$ cat src/core/spd_ref_regs.svh
// Register map, field positions, reset values and timing constants of the speed reference block
`ifndef SPD_REF_REGS_SVH
`define SPD_REF_REGS_SVH

// ----------------------------------------------------------------
// Register byte offsets
// ----------------------------------------------------------------
`define SPD_REG_TRIM_LEVEL   8'h00
`define SPD_REG_JOG_SPEED    8'h04
`define SPD_REG_SRC_CFG      8'h08
`define SPD_REG_MAX_FREQ     8'h0c
`define SPD_REG_STATUS       8'h10
`define SPD_REG_FREF_OUT     8'h14
`define SPD_REG_FUNC_BASE    8'h20
`define SPD_REG_FUNC_LAST    8'h44

// ----------------------------------------------------------------
// Field positions
// ----------------------------------------------------------------
`define SPD_SRC_SPEED_LSB    0
`define SPD_SRC_RUN_LSB      4
`define SPD_SRC_STOP_LSB     8
`define SPD_ST_CFG_ERR       0
`define SPD_ST_HELD          1
`define SPD_ST_OPTION        2
`define SPD_ST_JOG           3
`define SPD_ST_JOG_STOP      4

// ----------------------------------------------------------------
// Reset values and limits
// ----------------------------------------------------------------
`define SPD_TRIM_DEFAULT     7'd10
`define SPD_TRIM_MAX         7'd100
`define SPD_PCT_FULL         23'd100
`define SPD_JOG_DEFAULT      16'd600
`define SPD_JOG_MAX          16'd12000
`define SPD_MAX_FREQ_DEFAULT 16'd6000
`define SPD_SRC_TERMINAL     4'd1

// ----------------------------------------------------------------
// Function selector codes
// ----------------------------------------------------------------
`define SPD_FN_SRC_SWITCH    8'h02
`define SPD_FN_UP            8'h10
`define SPD_FN_DOWN          8'h11
`define SPD_FN_JOG_FWD       8'h12
`define SPD_FN_JOG_REV       8'h13
`define SPD_FN_TRIM_INC      8'h1c
`define SPD_FN_TRIM_DEC      8'h1d
`define SPD_FN_SAMPLE_HOLD   8'h1e
`define SPD_FN_UNUSED        8'h0f

// ----------------------------------------------------------------
// Timing
// ----------------------------------------------------------------
`define SPD_CLK_HZ           200000000
`define SPD_TICK_MS          1
`define SPD_HOLD_MS          100
`define SPD_JOG_STOP_MS      500

`endif

$ cat src/core/spd_ref_pkg.sv
// Types shared by the speed reference block
package spd_ref_pkg;

  typedef logic [7:0]  func_code_t;
  typedef logic [15:0] freq_t;

  typedef enum logic {
    SRC_TERMINALS,
    SRC_OPTION
  } ref_src_e;

endpackage : spd_ref_pkg

$ cat src/core/speed_reference_input_commands.sv
// Contact-input handling for trim, sample/hold, source switching and jog
//
// Implementation choices: the Avalon-MM slave port and the register offsets.
`timescale 1ns/1ps
`default_nettype none
`include "spd_ref_regs.svh"

// Operation
// - Selector code 1C makes a terminal trim increase, 1D trim decrease.
// - Trim level is 0 to 100 percent of max frequency, default 10, frozen while running.
// - Trim offset acts only when a terminal carries trim increase or decrease.
// - Increase adds offset, decrease subtracts, both equal leaves the reference unchanged.
// - Trim acts only when reference is above zero and comes from analog input.
// - A negative trimmed reference is clamped to zero.
// - Only one of trim increase or decrease assigned raises configuration error.
// - Code 1E captures the analog reference 100 ms after turn-on; run continues there.
// - Sample/hold on for under 100 ms captures nothing.
// - Sample/hold with ramp hold, up/down or trim raises configuration error.
// - Captured reference is volatile and cleared by reset.
// - Code 2 enables source switching, applied only while the drive is stopped.
// - Switch off selects terminals, on selects option board for reference and run.
// - Code 12 jogs forward, 13 reverse, at jog speed while the terminal is on.
// - Jog inputs start the drive without a separate run command.
// - Jog speed 0 to 120.00 Hz, default 6.00 Hz, changeable during run.
// - Jog frequency overrides every other reference source.
// - Both jog inputs on for 500 ms requests a stop by the stop method.
module speed_reference_input_commands
  import spd_ref_pkg::*;
#(
  parameter int   NUM_TERMS      = 10,
  parameter int   CYCLES_PER_MS  = (`SPD_CLK_HZ / 1000) * `SPD_TICK_MS,
  parameter logic [7:0] RAMP_HOLD_CODE = 8'h0a
) (
  // Clock and reset
  input  wire logic                  clk_i,
  input  wire logic                  rst_b_i,
  // Avalon-MM slave
  input  wire logic [7:0]            avs_address_i,
  input  wire logic                  avs_read_i,
  input  wire logic                  avs_write_i,
  input  wire logic [31:0]           avs_writedata_i,
  output var  logic [31:0]           avs_readdata_o,
  output logic                       avs_waitrequest_o,
  // Contact input pins
  input  wire logic [NUM_TERMS-1:0]  terminals_i,
  // Reference and command sources
  input  wire logic [15:0]           analog_ref_i,
  input  wire logic [15:0]           option_ref_i,
  input  wire logic                  option_run_i,
  input  wire logic                  option_rev_i,
  input  wire logic                  terminal_run_i,
  input  wire logic                  terminal_rev_i,
  input  wire logic                  drive_running_i,
  // Reference path and stop sequencer
  output var  logic [15:0]           freq_ref_o,
  output var  logic                  run_o,
  output var  logic                  reverse_o,
  output var  logic                  stop_req_o,
  output var  logic [3:0]            stop_method_o,
  output var  logic                  config_error_o,
  output var  logic                  ref_from_option_o
);

  localparam int HOLD_TICKS = `SPD_HOLD_MS / `SPD_TICK_MS;
  localparam int JOG_TICKS  = `SPD_JOG_STOP_MS / `SPD_TICK_MS;

  // ----------------------------------------------------------------
  // Registers
  // ----------------------------------------------------------------
  logic [6:0]   trim_level_setting_r;
  logic [15:0]  jog_speed_setting_r;
  logic [3:0]   speed_ref_source_select_r;
  logic [3:0]   run_cmd_source_select_r;
  logic [3:0]   stop_method_select_r;
  logic [15:0]  max_freq_r;
  func_code_t   input_terminal_function_selectors_r [NUM_TERMS];
  logic         ack_r;
  logic [31:0]  rdata_nxt;
  logic         wr_en;
  logic         rd_en;

  assign avs_waitrequest_o = (avs_read_i | avs_write_i) & ~ack_r;
  assign wr_en             = avs_write_i & ack_r;
  assign rd_en             = avs_read_i & ~ack_r;

  // One wait cycle gives the read mux a full clock
  always_ff @(posedge clk_i) begin
    if (!rst_b_i) begin
      ack_r <= 1'b0;
    end else begin
      ack_r <= (avs_read_i | avs_write_i) & ~ack_r;
    end
  end

  always_ff @(posedge clk_i) begin
    if (!rst_b_i) begin
      trim_level_setting_r <= `SPD_TRIM_DEFAULT;
    end else if (wr_en && avs_address_i == `SPD_REG_TRIM_LEVEL && !drive_running_i
                 && avs_writedata_i[6:0] <= `SPD_TRIM_MAX && avs_writedata_i[31:7] == 25'h0) begin
      trim_level_setting_r <= avs_writedata_i[6:0];
    end
  end

  always_ff @(posedge clk_i) begin
    if (!rst_b_i) begin
      jog_speed_setting_r <= `SPD_JOG_DEFAULT;
    end else if (wr_en && avs_address_i == `SPD_REG_JOG_SPEED
                 && avs_writedata_i[15:0] <= `SPD_JOG_MAX && avs_writedata_i[31:16] == 16'h0) begin
      jog_speed_setting_r <= avs_writedata_i[15:0];
    end
  end

  always_ff @(posedge clk_i) begin
    if (!rst_b_i) begin
      speed_ref_source_select_r <= `SPD_SRC_TERMINAL;
      run_cmd_source_select_r   <= `SPD_SRC_TERMINAL;
      stop_method_select_r      <= 4'h0;
      max_freq_r                <= `SPD_MAX_FREQ_DEFAULT;
    end else if (wr_en && avs_address_i == `SPD_REG_SRC_CFG) begin
      speed_ref_source_select_r <= avs_writedata_i[`SPD_SRC_SPEED_LSB +: 4];
      run_cmd_source_select_r   <= avs_writedata_i[`SPD_SRC_RUN_LSB +: 4];
      stop_method_select_r      <= avs_writedata_i[`SPD_SRC_STOP_LSB +: 4];
    end else if (wr_en && avs_address_i == `SPD_REG_MAX_FREQ) begin
      max_freq_r                <= avs_writedata_i[15:0];
    end
  end

  always_ff @(posedge clk_i) begin
    for (int i = 0; i < NUM_TERMS; i++) begin
      if (!rst_b_i) begin
        input_terminal_function_selectors_r[i] <= `SPD_FN_UNUSED;
      end else if (wr_en && avs_address_i == 8'(`SPD_REG_FUNC_BASE + 4 * i)) begin
        input_terminal_function_selectors_r[i] <= avs_writedata_i[7:0];
      end
    end
  end

  // ----------------------------------------------------------------
  // Input synchroniser and millisecond tick
  // ----------------------------------------------------------------
  logic [NUM_TERMS-1:0] term_meta_r;
  logic [NUM_TERMS-1:0] multi_function_input_terminals_r;
  logic [31:0]          div_r;
  logic                 ms_tick_r;

  always_ff @(posedge clk_i) begin
    if (!rst_b_i) begin
      term_meta_r                      <= '0;
      multi_function_input_terminals_r <= '0;
    end else begin
      term_meta_r                      <= terminals_i;
      multi_function_input_terminals_r <= term_meta_r;
    end
  end

  always_ff @(posedge clk_i) begin
    if (!rst_b_i) begin
      div_r     <= 32'h0;
      ms_tick_r <= 1'b0;
    end else if (div_r == 32'(CYCLES_PER_MS - 1)) begin
      div_r     <= 32'h0;
      ms_tick_r <= 1'b1;
    end else begin
      div_r     <= div_r + 32'h1;
      ms_tick_r <= 1'b0;
    end
  end

  // ----------------------------------------------------------------
  // Function decode
  // ----------------------------------------------------------------
  logic has_inc, has_dec, has_sh, has_up, has_dn, has_ramp, has_sw;
  logic trim_inc_in, trim_dec_in, sh_in, sw_in, forward_jog_input, reverse_jog_input;

  always_comb begin
    has_inc = 1'b0; has_dec = 1'b0; has_sh = 1'b0; has_up = 1'b0;
    has_dn = 1'b0; has_ramp = 1'b0; has_sw = 1'b0;
    trim_inc_in = 1'b0; trim_dec_in = 1'b0; sh_in = 1'b0; sw_in = 1'b0;
    forward_jog_input = 1'b0; reverse_jog_input = 1'b0;
    for (int i = 0; i < NUM_TERMS; i++) begin
      if (input_terminal_function_selectors_r[i] == `SPD_FN_TRIM_INC) begin
        has_inc     = 1'b1;
        trim_inc_in = trim_inc_in | multi_function_input_terminals_r[i];
      end
      if (input_terminal_function_selectors_r[i] == `SPD_FN_TRIM_DEC) begin
        has_dec     = 1'b1;
        trim_dec_in = trim_dec_in | multi_function_input_terminals_r[i];
      end
      if (input_terminal_function_selectors_r[i] == `SPD_FN_SAMPLE_HOLD) begin
        has_sh = 1'b1;
        sh_in  = sh_in | multi_function_input_terminals_r[i];
      end
      if (input_terminal_function_selectors_r[i] == `SPD_FN_SRC_SWITCH) begin
        has_sw = 1'b1;
        sw_in  = sw_in | multi_function_input_terminals_r[i];
      end
      if (input_terminal_function_selectors_r[i] == `SPD_FN_JOG_FWD) begin
        forward_jog_input = forward_jog_input | multi_function_input_terminals_r[i];
      end
      if (input_terminal_function_selectors_r[i] == `SPD_FN_JOG_REV) begin
        reverse_jog_input = reverse_jog_input | multi_function_input_terminals_r[i];
      end
      if (input_terminal_function_selectors_r[i] == `SPD_FN_UP) begin
        has_up = 1'b1;
      end
      if (input_terminal_function_selectors_r[i] == `SPD_FN_DOWN) begin
        has_dn = 1'b1;
      end
      if (input_terminal_function_selectors_r[i] == RAMP_HOLD_CODE) begin
        has_ramp = 1'b1;
      end
    end
  end

  always_ff @(posedge clk_i) begin
    if (!rst_b_i) begin
      config_error_o <= 1'b0;
    end else begin
      config_error_o <= (has_inc ^ has_dec) | (has_sh & (has_ramp | has_up | has_dn | has_inc | has_dec));
    end
  end

  // ----------------------------------------------------------------
  // Sample/hold
  // ----------------------------------------------------------------
  logic [9:0]  sh_cnt_r;
  logic [15:0] held_ref_r;
  logic        held_valid_r;

  always_ff @(posedge clk_i) begin
    if (!rst_b_i || !sh_in || !has_sh) begin
      sh_cnt_r <= 10'h0;
    end else if (ms_tick_r && sh_cnt_r <= 10'(HOLD_TICKS)) begin
      sh_cnt_r <= sh_cnt_r + 10'h1;
    end
  end

  always_ff @(posedge clk_i) begin
    if (!rst_b_i) begin
      held_ref_r   <= 16'h0;
      held_valid_r <= 1'b0;
    end else if (ms_tick_r && sh_in && has_sh && sh_cnt_r == 10'(HOLD_TICKS - 1)) begin
      held_ref_r   <= analog_ref_i;
      held_valid_r <= 1'b1;
    end
  end

  // ----------------------------------------------------------------
  // Source switch
  // ----------------------------------------------------------------
  ref_src_e src_r;

  always_ff @(posedge clk_i) begin
    if (!rst_b_i) begin
      src_r <= SRC_TERMINALS;
    end else if (!drive_running_i) begin
      src_r <= (has_sw && sw_in) ? SRC_OPTION : SRC_TERMINALS;
    end
  end

  // ----------------------------------------------------------------
  // Jog dual-input timer
  // ----------------------------------------------------------------
  logic [9:0] jog_cnt_r;
  logic       both_jog;

  assign both_jog = forward_jog_input & reverse_jog_input;

  always_ff @(posedge clk_i) begin
    if (!rst_b_i || !both_jog) begin
      jog_cnt_r <= 10'h0;
    end else if (ms_tick_r && jog_cnt_r < 10'(JOG_TICKS)) begin
      jog_cnt_r <= jog_cnt_r + 10'h1;
    end
  end

  // ----------------------------------------------------------------
  // Reference path
  // ----------------------------------------------------------------
  logic [22:0] offset_full;
  logic [15:0] offset;
  logic [15:0] base_ref;
  logic [16:0] trimmed;
  logic        analog_src;
  logic        trim_ok;

  // Constant divide rounds the offset down at every level
  assign offset_full = (23'(max_freq_r) * 23'(trim_level_setting_r)) / `SPD_PCT_FULL;
  assign offset      = offset_full[15:0];
  assign analog_src  = speed_ref_source_select_r == `SPD_SRC_TERMINAL;
  assign base_ref    = (has_sh && held_valid_r) ? held_ref_r : analog_ref_i;
  assign trim_ok     = has_inc && has_dec && analog_src && base_ref != 16'h0;

  always_comb begin
    trimmed = {1'b0, base_ref};
    if (trim_ok && trim_inc_in && !trim_dec_in) begin
      trimmed = 17'(base_ref) + 17'(offset);
      if (trimmed[16]) begin
        trimmed = 17'h0ffff;
      end
    end else if (trim_ok && trim_dec_in && !trim_inc_in) begin
      trimmed = (offset > base_ref) ? 17'h0 : 17'(base_ref - offset);
    end
  end

  always_ff @(posedge clk_i) begin
    if (!rst_b_i) begin
      freq_ref_o        <= 16'h0;
      run_o             <= 1'b0;
      reverse_o         <= 1'b0;
      stop_req_o        <= 1'b0;
      stop_method_o     <= 4'h0;
      ref_from_option_o <= 1'b0;
    end else begin
      stop_method_o     <= stop_method_select_r;
      ref_from_option_o <= src_r == SRC_OPTION;
      stop_req_o        <= jog_cnt_r == 10'(JOG_TICKS);
      if (jog_cnt_r == 10'(JOG_TICKS)) begin
        run_o      <= 1'b0;
        freq_ref_o <= 16'h0;
      end else if (forward_jog_input || reverse_jog_input) begin
        freq_ref_o <= jog_speed_setting_r;
        run_o      <= 1'b1;
        if (!both_jog) begin
          reverse_o <= reverse_jog_input;
        end
      end else if (src_r == SRC_OPTION) begin
        freq_ref_o <= option_ref_i;
        run_o      <= option_run_i;
        reverse_o  <= option_rev_i;
      end else begin
        freq_ref_o <= trimmed[15:0];
        run_o      <= terminal_run_i && run_cmd_source_select_r == `SPD_SRC_TERMINAL;
        reverse_o  <= terminal_rev_i;
      end
    end
  end

  // ----------------------------------------------------------------
  // Read mux
  // ----------------------------------------------------------------
  always_comb begin
    rdata_nxt = 32'h0;
    unique case (avs_address_i)
      `SPD_REG_TRIM_LEVEL: rdata_nxt = {25'h0, trim_level_setting_r};
      `SPD_REG_JOG_SPEED:  rdata_nxt = {16'h0, jog_speed_setting_r};
      `SPD_REG_SRC_CFG:    rdata_nxt = {20'h0, stop_method_select_r, run_cmd_source_select_r,
                                        speed_ref_source_select_r};
      `SPD_REG_MAX_FREQ:   rdata_nxt = {16'h0, max_freq_r};
      `SPD_REG_STATUS:     rdata_nxt = {27'h0, stop_req_o, forward_jog_input | reverse_jog_input,
                                        ref_from_option_o, held_valid_r, config_error_o};
      `SPD_REG_FREF_OUT:   rdata_nxt = {16'h0, freq_ref_o};
      default: begin
        for (int i = 0; i < NUM_TERMS; i++) begin
          if (avs_address_i == 8'(`SPD_REG_FUNC_BASE + 4 * i)) begin
            rdata_nxt = {24'h0, input_terminal_function_selectors_r[i]};
          end
        end
      end
    endcase
  end

  always_ff @(posedge clk_i) begin
    if (!rst_b_i) begin
      avs_readdata_o <= 32'h0;
    end else if (rd_en) begin
      avs_readdata_o <= rdata_nxt;
    end
  end

endmodule : speed_reference_input_commands
`default_nettype wire

$ cat config.mk
export PLATFORM = sky130hd
export DESIGN_NAME = speed_reference_input_commands
export DESIGN_NICKNAME = d
export VERILOG_FILES = /design/src/core/spd_ref_pkg.sv /design/src/core/speed_reference_input_commands.sv
export VERILOG_INCLUDE_DIRS = /design/src /design/src/core
export SDC_FILE = /design/constraint.sdc
export NUM_CORES = 1
export LEC_CHECK = 0
export ABC_AREA = 1
export ABC_CLOCK_PERIOD_IN_PS = 17500
export BUFFER_PORTS_ARGS = -buffer_cell sky130_fd_sc_hd__buf_2
export CORE_AREA = 5 5 179 354
export DETAILED_ROUTE_END_ITERATION = 6
export DIE_AREA = 0 0 184 359
export PLACE_DENSITY = 0.52
export SLEW_MARGIN = 20
export SYNTH_ARGS = -nofsm -noshare
export SYNTH_HDL_FRONTEND = slang
export SYNTH_SLANG_ARGS = --single-unit
$ cat constraint.sdc
create_clock -name clk_i -period 17.5 [get_ports clk_i]
set_input_delay 0 -clock clk_i [delete_from_list [all_inputs] [get_ports clk_i]]
set_output_delay 0 -clock clk_i [all_outputs]
set_load 0.1 [all_outputs]
# == After elaboration in Yosys (flattened, before gate mapping) ==
# Memories as Yosys holds them, arrays and structs flattened.
# Cells that the tools add are included.
# word_totals
output_inout_bits,58
elab_cells,478
ramBits,80
in_bits,91
mem_count,1
regBits,200
romBits,0
latch_bits,0
# op_classes
mul,1
n_eq_ne,111
shift,0
div_mod_pow,1
n_mux,196
n_lt_le_gt_ge,5
reduce_logical,53
bitwise,81
addsub,5
# memory_table
memory,words,width,read_ports,rd_ports_with_merged_regs,wr,line,rtl
input_terminal_function_selectors_r,10,8,10,0,10,speed_reference_input_commands.sv:76,func_code_t input_terminal_function_selectors_r [NUM_TERMS];
# ops
cell,count
$eq A8 B5 Y1 const B,72
$mux W32,9
$pmux W32 S6,1
$mux W1,168
$mux W16,7
$eq A8 B4 Y1 const B,12
$mux W8,11
$eq A8 B2 Y1 const B,10
$or A1 B1 Y1,71
$eq A8 B6 Y1 const B,8
$logic_and A1 B1 Y1,34
$add A32 B1 Y32 const B,1
$eq A32 B18 Y1 const B,1
$logic_not A25 Y1,1
$div A23 B7 Y23 const B,1
$mul A16 B7 Y23,1
$add A10 B1 Y10 const B,2
$add A16 B16 Y17,1
$eq A8 B7 Y1 const B,2
$gt A16 B16 Y1,1
$le A16 B14 Y1 const B,1
$logic_not A16 Y1,1
$reduce_bool A16 Y1,1
$sub A16 B16 Y16,1
other kinds (16),35

# == Depth between registers and ports, before layout ==
# An unclocked memory read counts as a cell.
# depth
word_depth,27
depth_mapped,141
mapped_depth_nobuf,140

# == Least setup slack after synthesis ==
# OpenSTA, ideal clock, no wires.
# synth_timing
path_type,flip-flop to flip-flop
startpoint,register trim_level_setting_r[6]
endpoint,register freq_ref_o[15]
t_arrival_ps,14084
stages_incl_launch_ff,118
n_path_buf,2
slack_ps,3284
synth_period_minus_slack_ps,14216
cell_sequence,dfxtp_1 -> clkbuf_1 -> buf_1 -> nand2_1 -> fa_1 -> fa_1 -> inv_1 -> fa_1 -> inv_1 -> fa_1 -> inv_1 -> ha_1 -> nand2_1 -> nand2_1 -> nand2_1 -> nand2_1 -> o21bai_2 -> nand2_1 -> (+82 left out) -> nand2_1 -> a21oi_1 -> o21bai_1 -> nand2_1 -> inv_1 -> o21a_1 -> nor2_1 -> nor2_1 -> nor2_1 -> nor2_1 -> nor2_1 -> clkinv_1 -> nor2_1 -> o21ai_0 -> a21oi_1 -> a31oi_1 -> o21ai_0 -> a21oi_1
# synth_between
elab_chain_cells,8
elab_cells_between_ends,11
classes_between,add/sub: 2; mul: 1; div: 1; order compare: 1; mux: 6
# synth_rtl
item,line,rtl
from (decl),speed_reference_input_commands.sv:70,logic [6:0] trim_level_setting_r;
from (signal assigned),speed_reference_input_commands.sv:97,trim_level_setting_r <= `SPD_TRIM_DEFAULT;
from (signal assigned),speed_reference_input_commands.sv:100,trim_level_setting_r <= avs_writedata_i[6:0];
$mul A16 B7 Y23 (*),speed_reference_input_commands.sv:288,assign offset_full = (23'(max_freq_r) * 23'(trim_level_setting_r)) / `SPD_PCT_FULL;
$div A23 B7 Y23 (no source line) (*),n/a,
$sub A16 B16 Y16 / $gt A16 B16 Y1 (equally long branches),speed_reference_input_commands.sv:302,trimmed = (offset > base_ref) ? 17'h0 : 17'(base_ref - offset);
$mux W16,speed_reference_input_commands.sv:302,
$mux W16,speed_reference_input_commands.sv:301,end else if (trim_ok && trim_dec_in && !trim_inc_in) begin
$mux W16 (*),speed_reference_input_commands.sv:296,if (trim_ok && trim_inc_in && !trim_dec_in) begin
$mux W16 (*),speed_reference_input_commands.sv:327,end else if (src_r == SRC_OPTION) begin
$mux W16 (*),speed_reference_input_commands.sv:321,end else if (forward_jog_input || reverse_jog_input) begin
to (signal assigned),speed_reference_input_commands.sv:322,freq_ref_o <= jog_speed_setting_r;
to (signal assigned),speed_reference_input_commands.sv:328,freq_ref_o <= option_ref_i;
to (signal assigned),speed_reference_input_commands.sv:332,freq_ref_o <= trimmed[15:0];
to (decl),speed_reference_input_commands.sv:55,"output var logic [15:0] freq_ref_o,"
# Every way passes the cells marked *; elsewhere a longest branch is shown, timed or not.
# A chain may end at the register's enable or synchronous reset.

# == Worst setup path in the final report ==
# layout_timing
startpoint,register max_freq_r[0]
endpoint,register freq_ref_o[6]
# layout_between
elab_chain_cells,8
elab_cells_between_ends,11
classes_between,add/sub: 2; mul: 1; div: 1; order compare: 1; mux: 6
# layout_rtl
item,line,rtl
from (decl),speed_reference_input_commands.sv:75,logic [15:0] max_freq_r;
from (signal assigned),speed_reference_input_commands.sv:118,max_freq_r <= `SPD_MAX_FREQ_DEFAULT;
from (signal assigned),speed_reference_input_commands.sv:124,max_freq_r <= avs_writedata_i[15:0];
$mul A16 B7 Y23 (*),speed_reference_input_commands.sv:288,
$div A23 B7 Y23 (no source line) (*),n/a,
$sub A16 B16 Y16 / $gt A16 B16 Y1 (equally long branches),speed_reference_input_commands.sv:302,
$mux W16,speed_reference_input_commands.sv:302,
$mux W16,speed_reference_input_commands.sv:301,
$mux W16 (*),speed_reference_input_commands.sv:296,
$mux W16 (*),speed_reference_input_commands.sv:327,
$mux W16 (*),speed_reference_input_commands.sv:321,
# Marked as above.

==> results.yml <==
floorplan:
  fp-row-count: 128
  die-height_um: 359
  die_width_um: 184
  floorplan.initialDensity_pct: 34.6
  boundaryPins: 149
  core_area_sq_um: 60500
  die_area_sq_um: 66100
global_routing:
  grt_use_met2_pct: 32.0
  grt.total_usage_pct: 19.8
  grt_start_max_net_pins: 74
  antenna_found_initial: 2
  grt_overflow: 0
  gr-usage-met3_pct: 2.80
  busiest_layer: "met2"
  global_route.usage.met1_pct: 27.5
  grt_pass1_wl_um: 106000
  grt_pass1_vias: 19900
logic_synthesis:
  post_synthesis_instance_area_sq_um: 20900
  synth_sequential_area_ratio_pct: 29.1
  syn_inst: 3065
  yosys.cell_count.top_type: "nand2_1"
  yosysWarningCount: 0
  yosys_most_used_dff: "dfxtp_1"
  synth_top_area_cell: "dfxtp_1"
  synth.lib_cells_used.distinct: 63
  ys_ff_latch: 264
  postSynthAreaPerCell_sq_um: 6.83
  most_used_standard_cells_in_the_synthesized_netlist: "740 x nand2_1, 520 x inv_1, 277 x nor2_1"
  synth_enable_flop_cells: 80
  synth-async-reset-ratio_pct: 0
  synth.top_cell.area_share_pct: 17.6
  leading_cell_types_by_total_area_after_synthesis: "dfxtp_1 18%, nand2_1 13%, edfxtp_1 11%, inv_1 9.3%, fa_1 6.8%"
clock_network:
  path_clk_slew_ps: 60
  tritoncts_num_sinks: 264
  cts_setup_buffers: 0
  cts_h_tree_depth: 1
  cts_inserted_buffers: 29
  clockRootBuffer: "clkbuf_16"
  worst_skew_pair_later_pin_latency_ps: 560
  tritoncts: "done"
  clock_path_buffers: 3
critical_path:
  r2r_cells: 118
  critical_path.max_stage_delay_ps: 540
  cp_slowest_cell: "fa_1"
  cp.arrival_ps: 16260
  crit_top_cell: "nand2_1"
  critPathKind: "register to register"
  critPathRequiredTime_ps: 17910
  critical_path.startpoint_type: "register"
  reg2reg_setup_slack_ps: 1650
  crit_fanout: 10
  endpoint_kind: "register"
placement:
  detailed_place_hpwl_um: 52400
  placer_congestion_estimate: 0.915
  port_buffers: 132
sta:
  setup-tns-final_ps: 0
  setup_viol_count_final: 0
  final-hold-violation-count: 0
  final_min_period_over_clock_period_pct: 90.6
  report.final.slew_viol_count: 0
  fmaxAchievable_mhz: 63.1
  transition_time_at_the_pin_with_the_least_slew_margin_ps: 1120
  fin_crit_ps: 15850
  setup_repair_after_global_routing_missed_its_margin: "false"
  fin_worst_skew_ps: 23.0
  slew_headroom_pct: 25.1
drt:
  first_pass_iters: 6
  postRouteAntennaNets: 0
  avgViaCountPerCell: 5.10
  wirelength_um: 67400
  avgRoutedWirePerCell_um: 16.8
  dr.first_iter.drc_count: 1435
  drc_violations_left: 0
  vias: 20500
cells_and_area:
  drive_gt1_share_pct: 11.2
  finalNetCount: 3459
  core_occupancy_in_the_finished_layout_pct: 39.6
  area.growth.synth_to_final_pct: 14.4
run_status:
  status: "completed"
min_path:
  worstHoldPathCells: 6
  holdCritPathClass: "input pin to register"
power:
  worst_ir_drop_on_vdd_v: 0.0000728
  power.leakage_nw: 11.5
  power-per-cell-area_nw_per_um2: 80.3
flow_run:
  max_cap_violations: 0
==> worst max-delay path, delay by kind of cell, from the launching register on <==
family	cells	cell delay (ps)
DFF	1	490
AOI/OAI and AO/OA	12	2010
adders and majority gates	7	3100
buffers and inverters	8	530
and+or+nand+nor	91	9500
==> cells by family (layout without fill, tap and decap cells) <==
| group | Yosys count | after routing | synth area share (%) |
|---|---|---|---|
| DFF | 264 | 264 | 29.1 |
| and+or+nand+nor | 1477 | 1477 | 32.2 |
| other | 1 | 17 | 0.0179 |
| xor gates and xnor gates | 35 | 35 | 1.46 |
| AOI/OAI and AO/OA | 468 | 468 | 13.4 |
| adders and majority gates | 151 | 151 | 11.6 |
| buffers and inverters | 669 | 828 | 12.3 |
==> through the flow <==
stage	cells	instance area, sq um	power (mW)	hold slack [ps]	setup WS (ps)
after floorplan	3080	21000	1.15	97.6	3280
after global placement	3897	22200	1.29	179	1150
after detailed placement	3897	22200	1.29	185	787
after CTS	4019	23900	1.94	10.5	782
after global routing	4019	23900	2.04	49.8	38.4
final	4020	24000	1.92	51.5	1650
==> worst paths after layout <==
path,startpoint,end
max,max_freq_r[0],freq_ref_o[6]
min,avs_read_i,avs_readdata_o[10]
max reg2reg,max_freq_r[0],freq_ref_o[6]
min reg2reg,term_meta_r[1],multi_function_input_terminals_r[1]
==> layer usage <==
metal | vias to the layer above | routed length (um)
met2 | 710 | 30600
met5 | - | 0
met4 | 0 | 1950
met3 | 125 | 4760
li1 | 10200 | -
met1 | 9427 | 30100
==> state kept, by name, indices dropped and copies added (netlist names), 10 cells and up <==
register	flops
input_terminal_function_selectors_r	80
div_r	32
avs_readdata_o	16
freq_ref_o	16
held_ref_r	16
jog_speed_setting_r	16
max_freq_r	16
jog_cnt_r	10
multi_function_input_terminals_r	10
sh_cnt_r	10
term_meta_r	10
==> power breakdown <==
group	internal, mW	switching (mW)
combinational	0.217	0.430
clock	0.370	0.260
sequential	0.638	0.00867
==> cell usage in the layout, fill, tap and decap left out, types with 7 or more instances in the layout <==
master         count
o21a_1             8
fa_1              71
nand3_2            9
nor3_1            74
dfxtp_1          166
nor2_1           275
conb_1            16
buf_4             10
nand2_2           41
a21oi_1          158
nand3_1          140
nand4_1           70
a211oi_1          23
dlygate4sd3_1     69
xnor2_1           11
nand2_1          740
o211ai_1          41
buf_2            132
o21ai_1           20
xor2_1            24
o21bai_1          14
nand2_4           24
edfxtp_1          80
dfxtp_2           12
o21ai_0          119
o31ai_1           13
inv_2             41
ha_1              80
a221oi_1          15
a31oi_1           15
nand3b_1           9
inv_1            519
clkbuf_16         29
nor4_1            46
nor2_2             7
or2_2             12
==> area by class of cell <==
| type | count | area, sq um |
|---|---|---|
| fillers | 6433 | 36600 |
| multi-input cells | 2147 | 12300 |
| flip-flops and latches | 264 | 6120 |
| inverters | 564 | 2120 |
| repair buffers | 211 | 1430 |
| well taps | 780 | 976 |
| clock buffers | 41 | 822 |
| clock inverters | 12 | 141 |
| diodes | 1 | 2.50 |
==> what timing repair did <==
item,CTS,global route
hold buffers,69,0
endpoints found under the setup margin,0,15
endpoints found under the hold margin,73,0
gates resized for setup,0,27
Power figures use the tool's default switching activity.
